**config.mk**
```make
export PLATFORM = sky130hd
export DESIGN_NAME = timer2_control_config
export DESIGN_NICKNAME = d
export VERILOG_FILES = /design/src/hdl/timer2_pkg.sv /design/src/hdl/timer2_prescaler.sv /design/src/hdl/timer2_capture_edges.sv /design/src/hdl/timer2_control_config.sv
export VERILOG_INCLUDE_DIRS = /design/src /design/src/hdl
export SDC_FILE = /design/constraint.sdc
export NUM_CORES = 1
export LEC_CHECK = 0
export BUFFER_PORTS_ARGS = -buffer_cell sky130_fd_sc_hd__buf_4
export CAP_MARGIN = 25
export CORE_MARGIN = 3
export CORE_UTILIZATION = 25
export DETAILED_ROUTE_END_ITERATION = 16
export PLACE_DENSITY_LB_ADDON = 0.1
export RECOVER_POWER = 50
export SLEW_MARGIN = 25
export SYNTH_ARGS = -nofsm -noshare
export SYNTH_HDL_FRONTEND = slang
export SYNTH_HIERARCHICAL = 1
export SYNTH_SLANG_ARGS = --single-unit
export TNS_END_PERCENT = 100
```
**constraint.sdc**
```tcl
create_clock -name clk_sys_i -period 5.27 [get_ports clk_sys_i]
set_input_delay 0.527 -clock clk_sys_i [delete_from_list [all_inputs] [get_ports clk_sys_i]]
set_output_delay 0.527 -clock clk_sys_i [all_outputs]
set_load 0.03 [all_outputs]
```
**src/hdl/timer2_cfg.svh**
```systemverilog
`ifndef TIMER2_CFG_SVH
`define TIMER2_CFG_SVH

// ==========================================================
// Register offsets
`define ADR_IEN_FIRST   8'ha8
`define ADR_IEN_SECOND  8'hb8
`define ADR_IRQ_FLAGS   8'hc0
`define ADR_CC_ENABLE   8'hc1
`define ADR_CC1_LOW     8'hc2
`define ADR_CC1_HIGH    8'hc3
`define ADR_CC2_LOW     8'hc4
`define ADR_CC2_HIGH    8'hc5
`define ADR_CC3_LOW     8'hc6
`define ADR_CC3_HIGH    8'hc7
`define ADR_T2_CONTROL  8'hc8
`define ADR_RCC_LOW     8'hca
`define ADR_RCC_HIGH    8'hcb
`define ADR_COUNT_LOW   8'hcc
`define ADR_COUNT_HIGH  8'hcd

// ==========================================================
// Field positions and reset values
`define SECOND_TIMER_CONTROL_RESET     8'h00
`define IEN_FIRST_T2IE  5
`define IEN_SECOND_EXEN 7
`define IRQ_FLAG_OVF    6
`define IRQ_FLAG_EXT    7

// ==========================================================
// Prescaler divide ratios in oscillator periods
`define DIV_FAST        5'd12
`define DIV_SLOW        5'd24

`endif

```
**src/hdl/timer2_pkg.sv**
```systemverilog
package timer2_pkg;

  typedef enum logic [1:0] {
    IN_STOP    = 2'b00,
    IN_TIMER   = 2'b01,
    IN_COUNTER = 2'b10,
    IN_GATED   = 2'b11
  } input_sel_t;

  typedef struct packed {
    logic       prescale_select;
    logic       capture_edge_select;
    logic       unused_edge_bit;
    logic       reload_mode_upper;
    logic       reload_mode_lower;
    logic       compare_mode_select;
    input_sel_t input_select;
  } t2_control_t;

  typedef struct packed {
    logic [7:0]  addr;
    logic [7:0]  wdata;
    logic        wr;
    logic        rd;
  } reg_req_t;

  typedef struct packed {
    logic [4:0] cnt;
  } presc_state_t;

  typedef struct packed {
    logic [3:0] pin_last;
  } edge_state_t;

  typedef struct packed {
    t2_control_t      ctl;
    logic [7:0]       ien_first;
    logic [7:0]       ien_second;
    logic [7:0]       irq_flags;
    logic [7:0]       cc_enable;
    logic [2:0][15:0] cc;
    logic [15:0]      rcc;
    logic [15:0]      count;
    logic             gate_last;
    logic             trig_last;
    logic [7:0]       rdata;
  } t2_state_t;

endpackage

```
**src/hdl/timer2_prescaler.sv**
```systemverilog
`timescale 1ns/1ps
`include "timer2_cfg.svh"

module timer2_prescaler
  import timer2_pkg::*;
(
  // Clock and reset
  input  wire logic clk_sys_i,
  input  wire logic rst_i,
  // Control
  input  wire logic slow_i,
  // Count enable pulse
  output logic      tick_o
);

  presc_state_t s_q;
  presc_state_t s_d;
  logic [4:0]   limit;

  always_comb begin
    s_d   = s_q;
    limit = slow_i ? `DIV_SLOW : `DIV_FAST;
    // A ratio change mid-period finishes within the longer ratio
    if (s_q.cnt >= limit - 5'd1) begin
      s_d.cnt = 5'd0;
    end else begin
      s_d.cnt = s_q.cnt + 5'd1;
    end
  end

  always_ff @(posedge clk_sys_i) begin
    if (rst_i) begin
      s_q <= '0;
    end else begin
      s_q <= s_d;
    end
  end

  assign tick_o = (s_q.cnt >= limit - 5'd1);

endmodule // timer2_prescaler

```
**src/hdl/timer2_capture_edges.sv**
```systemverilog
`timescale 1ns/1ps

module timer2_capture_edges
  import timer2_pkg::*;
(
  // Clock and reset
  input  wire logic       clk_sys_i,
  input  wire logic       rst_i,
  // Capture pins
  input  wire logic [3:0] pin_i,
  // Edge pulses
  output logic      [3:0] rise_o,
  output logic      [3:0] fall_o
);

  edge_state_t s_q;
  edge_state_t s_d;

  always_comb begin
    s_d          = s_q;
    s_d.pin_last = pin_i;
  end

  always_ff @(posedge clk_sys_i) begin
    if (rst_i) begin
      s_q <= '0;
    end else begin
      s_q <= s_d;
    end
  end

  for (genvar i = 0; i < 4; i++) begin : g_edge
    assign rise_o[i] = pin_i[i] & ~s_q.pin_last[i];
    assign fall_o[i] = ~pin_i[i] & s_q.pin_last[i];
  end

endmodule // timer2_capture_edges

```
**src/hdl/timer2_control_config.sv**
```systemverilog
`timescale 1ns/1ps
`include "timer2_cfg.svh"

module timer2_control_config
  import timer2_pkg::*;
(
  // Clock and reset
  input  wire logic       clk_sys_i,
  input  wire logic       rst_i,
  // Register port
  input  wire logic [7:0] addr_i,
  input  wire logic [7:0] wdata_i,
  input  wire logic       wr_i,
  input  wire logic       rd_i,
  output logic      [7:0] rdata_o,
  // Pins
  input  wire logic       count_gate_pin_i,
  input  wire logic       reload_trigger_pin_i,
  input  wire logic [3:0] capture_pin_i,
  // Status
  output logic            compare_mode_o,
  output logic [15:0]     count_o,
  output logic            irq_o
);

  // ==========================================================
  // State
  t2_state_t  s_q;
  t2_state_t  s_d;
  reg_req_t   req;
  logic       tick;
  logic [3:0] cap_rise;
  logic [3:0] cap_fall;

  assign req = '{addr: addr_i, wdata: wdata_i, wr: wr_i, rd: rd_i};

  timer2_prescaler u_presc (
    .clk_sys_i (clk_sys_i),
    .rst_i     (rst_i),
    .slow_i    (s_q.ctl.prescale_select),
    .tick_o    (tick)
  );

  timer2_capture_edges u_edges (
    .clk_sys_i (clk_sys_i),
    .rst_i     (rst_i),
    .pin_i     (capture_pin_i),
    .rise_o    (cap_rise),
    .fall_o    (cap_fall)
  );

  // ==========================================================
  // Next state
  logic        advance;
  logic        overflow;
  logic        reload;
  logic        trig_fall;
  logic        gate_fall;
  logic        rcc_cap;
  logic [15:0] cnt_next;

  always_comb begin
    s_d          = s_q;
    s_d.gate_last = count_gate_pin_i;
    s_d.trig_last = reload_trigger_pin_i;
    gate_fall    = s_q.gate_last & ~count_gate_pin_i;
    trig_fall    = s_q.trig_last & ~reload_trigger_pin_i;

    case (s_q.ctl.input_select)
      IN_STOP:    advance = 1'b0;
      IN_TIMER:   advance = tick;
      IN_COUNTER: advance = gate_fall;
      IN_GATED:   advance = tick & count_gate_pin_i;
      default:    advance = 1'b0;
    endcase

    overflow = advance & (s_q.count == 16'hffff);
    cnt_next = s_q.count + 16'h0001;
    reload   = 1'b0;
    if (s_q.ctl.reload_mode_upper) begin
      if (s_q.ctl.reload_mode_lower) begin
        reload = trig_fall;
      end else begin
        reload = overflow;
      end
    end

    if (reload) begin
      s_d.count = s_q.rcc;
    end else if (advance) begin
      s_d.count = cnt_next;
    end

    // Software write to the count bytes wins over counting that cycle
    if (req.wr && req.addr == `ADR_COUNT_LOW) begin
      s_d.count[7:0] = req.wdata;
    end
    if (req.wr && req.addr == `ADR_COUNT_HIGH) begin
      s_d.count[15:8] = req.wdata;
    end

    // Plain register writes
    if (req.wr) begin
      case (req.addr)
        `ADR_T2_CONTROL: s_d.ctl        = t2_control_t'(req.wdata);
        `ADR_IEN_FIRST:  s_d.ien_first  = req.wdata;
        `ADR_IEN_SECOND: s_d.ien_second = req.wdata;
        `ADR_IRQ_FLAGS:  s_d.irq_flags  = req.wdata;
        `ADR_CC_ENABLE:  s_d.cc_enable  = req.wdata;
        `ADR_RCC_LOW:    s_d.rcc[7:0]   = req.wdata;
        `ADR_RCC_HIGH:   s_d.rcc[15:8]  = req.wdata;
        `ADR_CC1_LOW:    s_d.cc[0][7:0]  = req.wdata;
        `ADR_CC1_HIGH:   s_d.cc[0][15:8] = req.wdata;
        `ADR_CC2_LOW:    s_d.cc[1][7:0]  = req.wdata;
        `ADR_CC2_HIGH:   s_d.cc[1][15:8] = req.wdata;
        `ADR_CC3_LOW:    s_d.cc[2][7:0]  = req.wdata;
        `ADR_CC3_HIGH:   s_d.cc[2][15:8] = req.wdata;
        default:         s_d.ien_first  = s_d.ien_first;
      endcase
    end

    // Capture into the reload register: pin edge or write to its low byte
    rcc_cap = 1'b0;
    if (s_q.cc_enable[1:0] == 2'b01) begin
      rcc_cap = s_q.ctl.capture_edge_select ? cap_rise[0] : cap_fall[0];
    end else if (s_q.cc_enable[1:0] == 2'b11) begin
      rcc_cap = req.wr && (req.addr == `ADR_RCC_LOW);
    end
    if (rcc_cap) begin
      s_d.rcc = s_q.count;
    end

    // Remaining channels capture on rising edges or low-byte writes
    for (int i = 0; i < 3; i++) begin
      if ((s_q.cc_enable[2*i+2 +: 2] == 2'b01 && cap_rise[i+1]) ||
          (s_q.cc_enable[2*i+2 +: 2] == 2'b11 && req.wr &&
           req.addr == `ADR_CC1_LOW + 8'(2*i))) begin
        s_d.cc[i] = s_q.count;
      end
    end

    // Hardware sets win over a software clear in the same cycle
    if (overflow) begin
      s_d.irq_flags[`IRQ_FLAG_OVF] = 1'b1;
    end
    if (reload && s_q.ctl.reload_mode_lower && s_q.ien_second[`IEN_SECOND_EXEN]) begin
      s_d.irq_flags[`IRQ_FLAG_EXT] = 1'b1;
    end

    // Read data stand only in the cycle after the strobe
    s_d.rdata = 8'h00;
    if (req.rd) begin
      case (req.addr)
        `ADR_T2_CONTROL: s_d.rdata = s_q.ctl;
        `ADR_IEN_FIRST:  s_d.rdata = s_q.ien_first;
        `ADR_IEN_SECOND: s_d.rdata = s_q.ien_second;
        `ADR_IRQ_FLAGS:  s_d.rdata = s_q.irq_flags;
        `ADR_CC_ENABLE:  s_d.rdata = s_q.cc_enable;
        `ADR_RCC_LOW:    s_d.rdata = s_q.rcc[7:0];
        `ADR_RCC_HIGH:   s_d.rdata = s_q.rcc[15:8];
        `ADR_CC1_LOW:    s_d.rdata = s_q.cc[0][7:0];
        `ADR_CC1_HIGH:   s_d.rdata = s_q.cc[0][15:8];
        `ADR_CC2_LOW:    s_d.rdata = s_q.cc[1][7:0];
        `ADR_CC2_HIGH:   s_d.rdata = s_q.cc[1][15:8];
        `ADR_CC3_LOW:    s_d.rdata = s_q.cc[2][7:0];
        `ADR_CC3_HIGH:   s_d.rdata = s_q.cc[2][15:8];
        `ADR_COUNT_LOW:  s_d.rdata = s_q.count[7:0];
        `ADR_COUNT_HIGH: s_d.rdata = s_q.count[15:8];
        default:         s_d.rdata = 8'h00;
      endcase
    end
  end

  // ==========================================================
  // Registers
  always_ff @(posedge clk_sys_i) begin
    if (rst_i) begin
      s_q     <= '0;
      s_q.ctl <= t2_control_t'(`SECOND_TIMER_CONTROL_RESET);
    end else begin
      s_q <= s_d;
    end
  end

  // ==========================================================
  // Outputs
  assign rdata_o        = s_q.rdata;
  assign compare_mode_o = s_q.ctl.compare_mode_select;
  assign count_o        = s_q.count;
  assign irq_o          = s_q.ien_first[`IEN_FIRST_T2IE] &
                          (s_q.irq_flags[`IRQ_FLAG_OVF] | s_q.irq_flags[`IRQ_FLAG_EXT]);

endmodule // timer2_control_config

```
==> flow_summary.toml, run 1 <==
[run_status]
status = "finished with violations"
violations = "capacitance limit, slew limit"

[clock_network]
cts_buffers = 17
htree_levels = 4
cts-resized-gates = 0
cts_tree = "built"
insertion_delay_ns = 0.42
ctsHoldBuffers = 0
clockBufferDepth = 2
numClockSinks = 139
cts-root-buf = "clkbuf_16"
post_cts_buffers = 0
clk_pin_slew_worst_paths_ns = 0.07

[critical_path]
reg2reg_slack_ns = 2.07
rr_endpoint = "count_o[10]"
crit_slowest_cell = "a31oi_1"
cp.required_ns = 5.56
endpoint_kind = "flop"
crit_chain = "clkbuf_1 > and4bb_1 > and2_0 > a31oi_1 > nand2b_1 > nor2_1 > a311oi_1"
critPathLaunchType = "input port"
crit_path_max_incr_delay_ns = 1.21
path_class = "in2reg"
reg2regPathDepth = 10
crit_family = "simple AND/OR/NAND/NOR gates"
cp_max_fo = 17
rr_startpoint = "s_q[129]"
cp.arrival_ns = 4.11
crit_buf_inv = 1

[min_path]
worstHoldPathType = "in2reg"
hold_depth = 2
min_to = "u_edges/s_q[1]"
min-delay-start = "capture_pin_i[1]"

[sta]
worstMarginPinSlew_ns = 3.45
period_minus_slack_ns = 3.82
period_share = 0.726
fin_setup_tns_ns = 0
slew_viol_final = 106
rsz0062_at_grt = "no"
fmax_mhz = 261
hold_slack_ns = 0.327
worst_slack_ns = 1.45
setup_viol = 0
fin_worst_skew_ns = 0.0137
slew-limit-headroom = -1.30
finalHoldViolCount = 0

[placement]
dp_slack_ns = 1.93
gp_congestion = 0.881
io_buffers = 51
dp_hpwl_um = 21400

[yosys]
synth.cell_area_um2 = 7740
syn-instance-count = 921
avgSynthCellArea_um2 = 8.41
syn-num-nets = 952
yosysWarnings = 6

[final_layout]
drive_above_1_share = 0.102
synthToLayoutAreaGrowth_pct = 10.2
nets = 923
fill_cells = 3269
multi_input_area_um2 = 4350
antenna_cells = 0
regArea_um2 = 2780

[route]
drcViolationCount = 0
antenna_left = 0
avgViaCountPerCell = 5.34
firstDrtPassIters = 7
wl_um = 31200
drt_iter0_drc = 706
vias = 6908
wl_per_cell_um = 24.1

[floorplanning]
die_x_um = 182
start_util = 0.257
core_area_um2 = 30100
die_area_um2 = 33100
io_pins = 52
die_h_um = 182
rows = 63

[grt]
grt_antenna_before_repair = 0
gr-total-overflow = 0
grt_pass1_wl_um = 45600
grt_max_degree = 73
grt_usage = 0.185
grt_pass1_vias = 6527

[pwr]
sw_frac_of_total = 0.254
pwr-share-clk = 0.499
p_sw_uw = 611
seqPwrFrac = 0.442
power.density_nw_per_um2 = 282
internal_power_mw = 1.79
p_leak_nw = 3.29
p_total_mw = 2.40
pwr-share-comb = 0.059
irDropWorstVdd_mv = 0.214

[job]
maxCapViolations = 3
-- per-layer routing --
metal	GRT usage	up-vias	routed length, um
met5	0	-	0
met4	0.0442	0	519
met3	0.0319	26	1360
met2	0.301	213	14700
met1	0.254	3420	14600
li1	-	3249	-
-- flip-flops by register name (all words and copies together) (netlist names) --
| register | flops |
|---|---|
| compare_mode_o | 1 |
| s_q | 105 |
| count_o | 16 |
| rdata_o | 8 |
| u_edges/s_q | 4 |
| u_presc/s_q | 5 |
-- worst max path at each step --
stage | from | to | slack [ns] | cells past startpoint
detailed placement | addr_i[4] | s_q[105] | 1.93 | 6
CTS | s_q[129] | count_o[10] | 2.14 | 10
floorplan | s_q[129] | count_o[7] | 2.88 | 10
finish | addr_i[4] | s_q[73] | 1.45 | 7
global placement | addr_i[4] | s_q[104] | 1.98 | 6
global route | addr_i[4] | s_q[73] | 1.04 | 7
-- placed cells by master, fill, tap and decap left out, types with 7 or more instances in the layout --
cell,instances
xnor2_1,9
o221ai_1,7
mux2i_1,104
buf_4,25
a211oi_2,8
clkbuf_16,17
dfxtp_1,139
clkbuf_1,32
nand3_1,31
nor4_1,9
nand4_1,8
a211oi_1,40
a21oi_1,69
o21ai_0,11
nor2_1,171
a31oi_1,7
o22ai_1,10
nor2b_1,13
a221oi_1,11
and3_1,8
xor2_1,7
nor3_1,14
nand2_1,42
nor2_2,7
-- final cells by class --
| class | instances | area share |
|---|---|---|
| multi-input combinational | 671 | 0.510 |
| sequential | 139 | 0.326 |
| tap | 390 | 0.0572 |
| clock buffer | 17 | 0.0499 |
| timing repair buffer | 58 | 0.0370 |
| clock inverter | 14 | 0.0172 |
| inverter | 5 | 0.00220 |
-- worst reg2reg max path, stage by stage (launching register included) --
cell      delay [ns]
dfxtp_1         0.41
inv_1           0.09
ha_1            0.32
a21oi_2         0.16
nand2_2         0.11
or2_1           0.28
a31o_2          0.33
nor2_1          0.70
nand2_1         0.35
o221ai_1        0.26
a21oi_1         0.07
-- power by group through the flow --
stage / clock network (mW) / logic, mW / registers [mW]
after floorplan: 0 / 0.0843 / 1.08
after global placement: 0 / 0.145 / 1.08
after detailed placement: 0 / 0.144 / 1.08
after CTS: 1.23 / 0.144 / 1.06
after global routing: 1.26 / 0.152 / 1.06
final: 1.20 / 0.141 / 1.06
-- per-stage QoR --
step | util | instance area, um^2 | cells
after CTS | 0.288 | 8680 | 1294
final | 0.283 | 8530 | 1294
after detailed placement | 0.269 | 8110 | 1263
after global routing | 0.283 | 8530 | 1294
after global placement | 0.269 | 8110 | 1263
after floorplan | - | 7740 | 921
Power figures use the tool's default switching activity.
==> run 2, diff against run 1 <==
==> constraint.sdc (replaced) <==
create_clock -name clk_sys_i -period 4 [get_ports clk_sys_i]
set_input_delay 0.4 -clock clk_sys_i [delete_from_list [all_inputs] [get_ports clk_sys_i]]
set_output_delay 0.4 -clock clk_sys_i [all_outputs]
set_load 0.03 [all_outputs]
==> run 2 against run 1 <==
The run still ends with capacitance limit, slew limit left. Non-clock buffer count up 10. Via count grew 0.78%. First-iteration DRC count down 14%. Clock power is 34% higher. Utilization up 0.31 points. Sequential cell count unchanged. Critical path depth rose by 1.
==> flow_summary.toml, run 2 (same netlist as run 1, synthesis figures left out) <==
[run_status]
status = "finished with violations"
violations = "capacitance limit, slew limit"

[sta]
finalHoldViolCount = 0
fmax_mhz = 312
worst_slack_ns = 0.790
hold_slack_ns = 0.188
period_minus_slack_ns = 3.21
slew-limit-headroom = -0.183
fin_setup_tns_ns = 0
rsz0062_at_grt = "no"
worstMarginPinSlew_ns = 1.77
fin_worst_skew_ns = 0.0105
setup_viol = 0
slew_viol_final = 70
period_share = 0.802

[final_layout]
synthToLayoutAreaGrowth_pct = 11.4
instances_no_fill = 1305
largest_register_ffs = 105
drive_above_1_share = 0.115
fill_cells = 3261
top_register = "s_q"
nets = 933
antenna_cells = 0
mostFrequentLayoutCell = "nor2_1"
most-common-layout-cells = "nor2_1 (172), dfxtp_1 (139), mux2i_1 (104)"

[critical_path]
cp_max_fo = 32
endpoint_kind = "flop"
cp.arrival_ns = 3.52
critPathLaunchType = "input port"
path_class = "in2reg"
cp.required_ns = 4.31

[grt]
use_met3 = 0.0417
met1_usage = 0.253
gr-total-overflow = 0
grt_max_degree = 70
grt_antenna_before_repair = 0
grt_pass1_wl_um = 46300
grt_usage = 0.188
busiest_layer = "met2"
use_met2 = 0.297
grt_pass1_vias = 6654

[route]
drt_iter0_drc = 607
wl_um = 31700
antenna_left = 0
vias = 6962
wl_per_cell_um = 24.3
drcViolationCount = 0
avgViaCountPerCell = 5.33
firstDrtPassIters = 6

[placement]
gp_congestion = 0.903
numPlacedInstances = 1273
dp_slack_ns = 0.975
io_buffers = 51
dp_hpwl_um = 21700

[clock_network]
clk_pin_slew_worst_paths_ns = 0.06
ctsHoldBuffers = 0
cts-root-buf = "clkbuf_16"
insertion_delay_ns = 0.43
post_cts_buffers = 0
htree_levels = 4
cts_tree = "built"
numClockSinks = 139
clockBufferDepth = 2
cts_buffers = 17
cts-resized-gates = 0

[floorplanning]
rows = 63
die_area_um2 = 33100
io_pins = 52
start_util = 0.257
die_x_um = 182
die_h_um = 182
core_area_um2 = 30100

[job]
maxCapViolations = 1

[pwr]
p_leak_nw = 3.35
power.density_nw_per_um2 = 371
irDropWorstVdd_mv = 0.255

[min_path]
worstHoldPathType = "in2reg"
run 2: changes by cell type in the layout (fill, tap and decap cells not counted), sizes merged:
cell      change
clkinv        -6
buf          +13
clkinvlp      +1
bufinv        -1
inv           +7
clkbuf        -3
run 2: critical path: stages:
cell      delay (ns)
clkbuf_1        0.56
and4bb_1        0.41
nand2_1         0.23
nor2_2          0.20
o211ai_1        0.26
clkbuf_1        1.09
nor2_1          0.08
a211oi_1        0.26
run 2: path summary, 6_finish.rpt:
path / start / to / slack (ns) / depth (start not counted)
max: addr_i[4] / s_q[38] / 0.79 / 8
min: capture_pin_i[2] / u_edges/s_q[2] / 0.19 / 2
max reg2reg: s_q[129] / count_o[12] / 0.94 / 10
min reg2reg: s_q[113] / s_q[105] / 0.47 / 2
run 2: final cells by class:
| class | instances | area, um^2 | area share |
|---|---|---|---|
| multi-input combinational | 671 | 4360 | 0.505 |
| inverter | 5 | 18.8 | 0.00218 |
| clock inverter | 15 | 154 | 0.0178 |
| timing repair buffer | 68 | 399 | 0.0463 |
| tap | 390 | 488 | 0.0566 |
| sequential | 139 | 2780 | 0.323 |
| clock buffer | 17 | 425 | 0.0493 |
run 2: routing by layer:
| layer | up-vias | routed length (um) | part of all wire |
|---|---|---|---|
| li1 | 3260 | - | - |
| met3 | 58 | 1860 | 0.059 |
| met4 | 0 | 1010 | 0.032 |
| met5 | - | 0 | 0 |
| met1 | 3384 | 14600 | 0.46 |
| met2 | 260 | 14200 | 0.45 |
run 2: report_power, final:
part           switching (mW)  internal [mW]
clock                   0.730          0.881
sequential            0.00631           1.39
combinational           0.137         0.0523
run 2: per-stage QoR:
stage	power, mW	cell area, um^2	utilization
2_1_floorplan	1.54	7740	-
3_3_place_gp	1.62	8190	0.272
3_5_place_dp	1.62	8190	0.272
4_1_cts	3.24	8770	0.291
5_1_grt	3.32	8620	0.286
6_report	3.20	8620	0.286
==> run 3, diff against run 2 <==
==> constraint.sdc (replaced) <==
create_clock -name clk_sys_i -period 2.75 [get_ports clk_sys_i]
set_input_delay 0.275 -clock clk_sys_i [delete_from_list [all_inputs] [get_ports clk_sys_i]]
set_output_delay 0.275 -clock clk_sys_i [all_outputs]
set_load 0.03 [all_outputs]
==> run 3 against run 2 <==
The run now ends clean. First-iteration DRC count increased by 24%. Sequential cell count unchanged. Final cell count increased by 3.7%. Critical path type is now reg2reg.
==> flow_summary.toml, run 3 (same netlist as run 1, synthesis figures left out) <==
[run_status]
status = "complete, no violations"

[sta]
slew-limit-headroom = 0.320
hold_slack_ns = 0.0693
worstMarginPinSlew_ns = 1.02
slew_viol_final = 0
period_share = 0.966
period_minus_slack_ns = 2.66
finalHoldViolCount = 0
fin_worst_skew_ns = 0.0133
fmax_mhz = 376
setup_viol = 0

[floorplanning]
die_x_um = 182
start_util = 0.257
core_area_um2 = 30100
rows = 63
io_pins = 52
die_area_um2 = 33100
die_h_um = 182

[job]
maxCapViolations = 0

[route]
drcViolationCount = 0
avgViaCountPerCell = 5.14
vias = 6951
drt_iter0_drc = 754
wl_um = 32000
wl_per_cell_um = 23.7
firstDrtPassIters = 5
antenna_left = 0

[critical_path]
reg2regPathDepth = 12
critPathLaunchType = "flop"
crit_start = "s_q[129]"
crit_end = "count_o[3]"
path_class = "reg2reg"
cp.arrival_ns = 2.97
reg2reg_slack_ns = 0.09
cp_max_fo = 6
endpoint_kind = "flop"
cp.required_ns = 3.06
rr_endpoint = "count_o[3]"
rr_startpoint = "s_q[129]"

[placement]
gp_congestion = 0.853
numPlacedInstances = 1320
dp_hpwl_um = 22100
io_buffers = 51

[grt]
grt_usage = 0.190
grt_pass1_vias = 6774
grt_pass1_wl_um = 46800
gr-total-overflow = 0
grt_max_degree = 126
grt_antenna_before_repair = 1

[clock_network]
cts_tree = "built"
insertion_delay_ns = 0.43
numClockSinks = 139
ctsHoldBuffers = 0
cts_buffers = 17
cts-root-buf = "clkbuf_16"
clk_pin_slew_worst_paths_ns = 0.07
post_cts_buffers = 0
htree_levels = 4
clockBufferDepth = 2

[final_layout]
top_register = "s_q"
drive_above_1_share = 0.157
synthToLayoutAreaGrowth_pct = 15.8
mostFrequentLayoutCell = "nor2_1"
antenna_cells = 0
largest_register_ffs = 105
nets = 981
instances_no_fill = 1353
most-common-layout-cells = "nor2_1 (171), dfxtp_1 (139), mux2i_1 (104)"

[min_path]
worstHoldPathType = "in2reg"

[pwr]
pwr-share-clk = 0.488
internal_power_mw = 3.36
sw_frac_of_total = 0.261
seqPwrFrac = 0.447
p_leak_nw = 3.56
pwr-share-comb = 0.064
p_total_mw = 4.54
p_sw_mw = 1.19
power.density_nw_per_um2 = 506
irDropWorstVdd_mv = 0.398
[run 3: changes by cell type in the layout (fill, tap and decap cells not counted), sizes merged]
cell    previous run  this run
clkinv             2         7
inv               13         7
buf               38        81
clkbuf            47        53
[run 3: power groups by stage]
stage	combinational [mW]	sequential (mW)	clock, mW
final	0.293	2.03	2.22
after global routing	0.313	2.03	2.36
after CTS	0.296	2.03	2.28
after detailed placement	0.295	2.08	0
after global placement	0.299	2.08	0
after floorplan	0.162	2.08	0
[run 3: worst min-delay path by stage]
stage / cells after the start / from / slack [ns] / to
floorplan: 1 / rst_i / 0.35 / u_presc/s_q[1]
global placement: 2 / s_q[113] / 0.46 / s_q[105]
detailed placement: 2 / s_q[113] / 0.47 / s_q[105]
CTS: 2 / capture_pin_i[1] / 0.05 / u_edges/s_q[1]
global route: 2 / capture_pin_i[3] / 0.07 / u_edges/s_q[3]
finish: 2 / capture_pin_i[3] / 0.07 / u_edges/s_q[3]
[run 3: worst max-delay path, stage by stage (launching register included)]
cell and delay (ns):
dfxtp_1 0.38, inv_1 0.08, ha_1 0.31, a21oi_2 0.15, nand2_2 0.12, or2_4 0.27, a31oi_4 0.18, nor2_2 0.07
buf_4 0.15, a41oi_2 0.23, buf_6 0.19, mux2i_1 0.08, o41ai_1 0.34
[run 3: layout make-up]
class / count / area (um^2)
Inverter: 5 / 18.8
Fill cell: 3282 / 21100
Timing Repair Buffer: 116 / 757
Clock buffer: 18 / 429
Clock inverter: 14 / 120
Multi-Input combinational cell: 671 / 4370
Tap cell: 390 / 488
Sequential cell: 139 / 2780
[run 3: timing repair]
action | CTS | global route
endpoints found under the setup margin | 0 | 10
endpoints found under the hold margin | 0 | 0
resized for setup | 0 | 6
[run 3: metal layers]
layer | wire length, um | share of wire | track usage | up-vias
met5 | 0 | 0 | 0 | -
met4 | 533 | 0.017 | 0.0542 | 0
met3 | 1320 | 0.041 | 0.0280 | 29
met2 | 15200 | 0.48 | 0.312 | 177
met1 | 15000 | 0.47 | 0.260 | 3387
li1 | - | - | - | 3358
[run 3: stage by stage]
step                      cell area (um^2)  TNS (ns)  setup WS (ns)   util
final                                 8970         0         0.0925  0.298
after floorplan                       7740         0          0.355      -
after global routing                  8970  -0.00565       -0.00565  0.298
after CTS                             9100         0         0.0580  0.302
after detailed placement              8550         0         0.0779  0.284
after global placement                8550         0          0.129  0.284
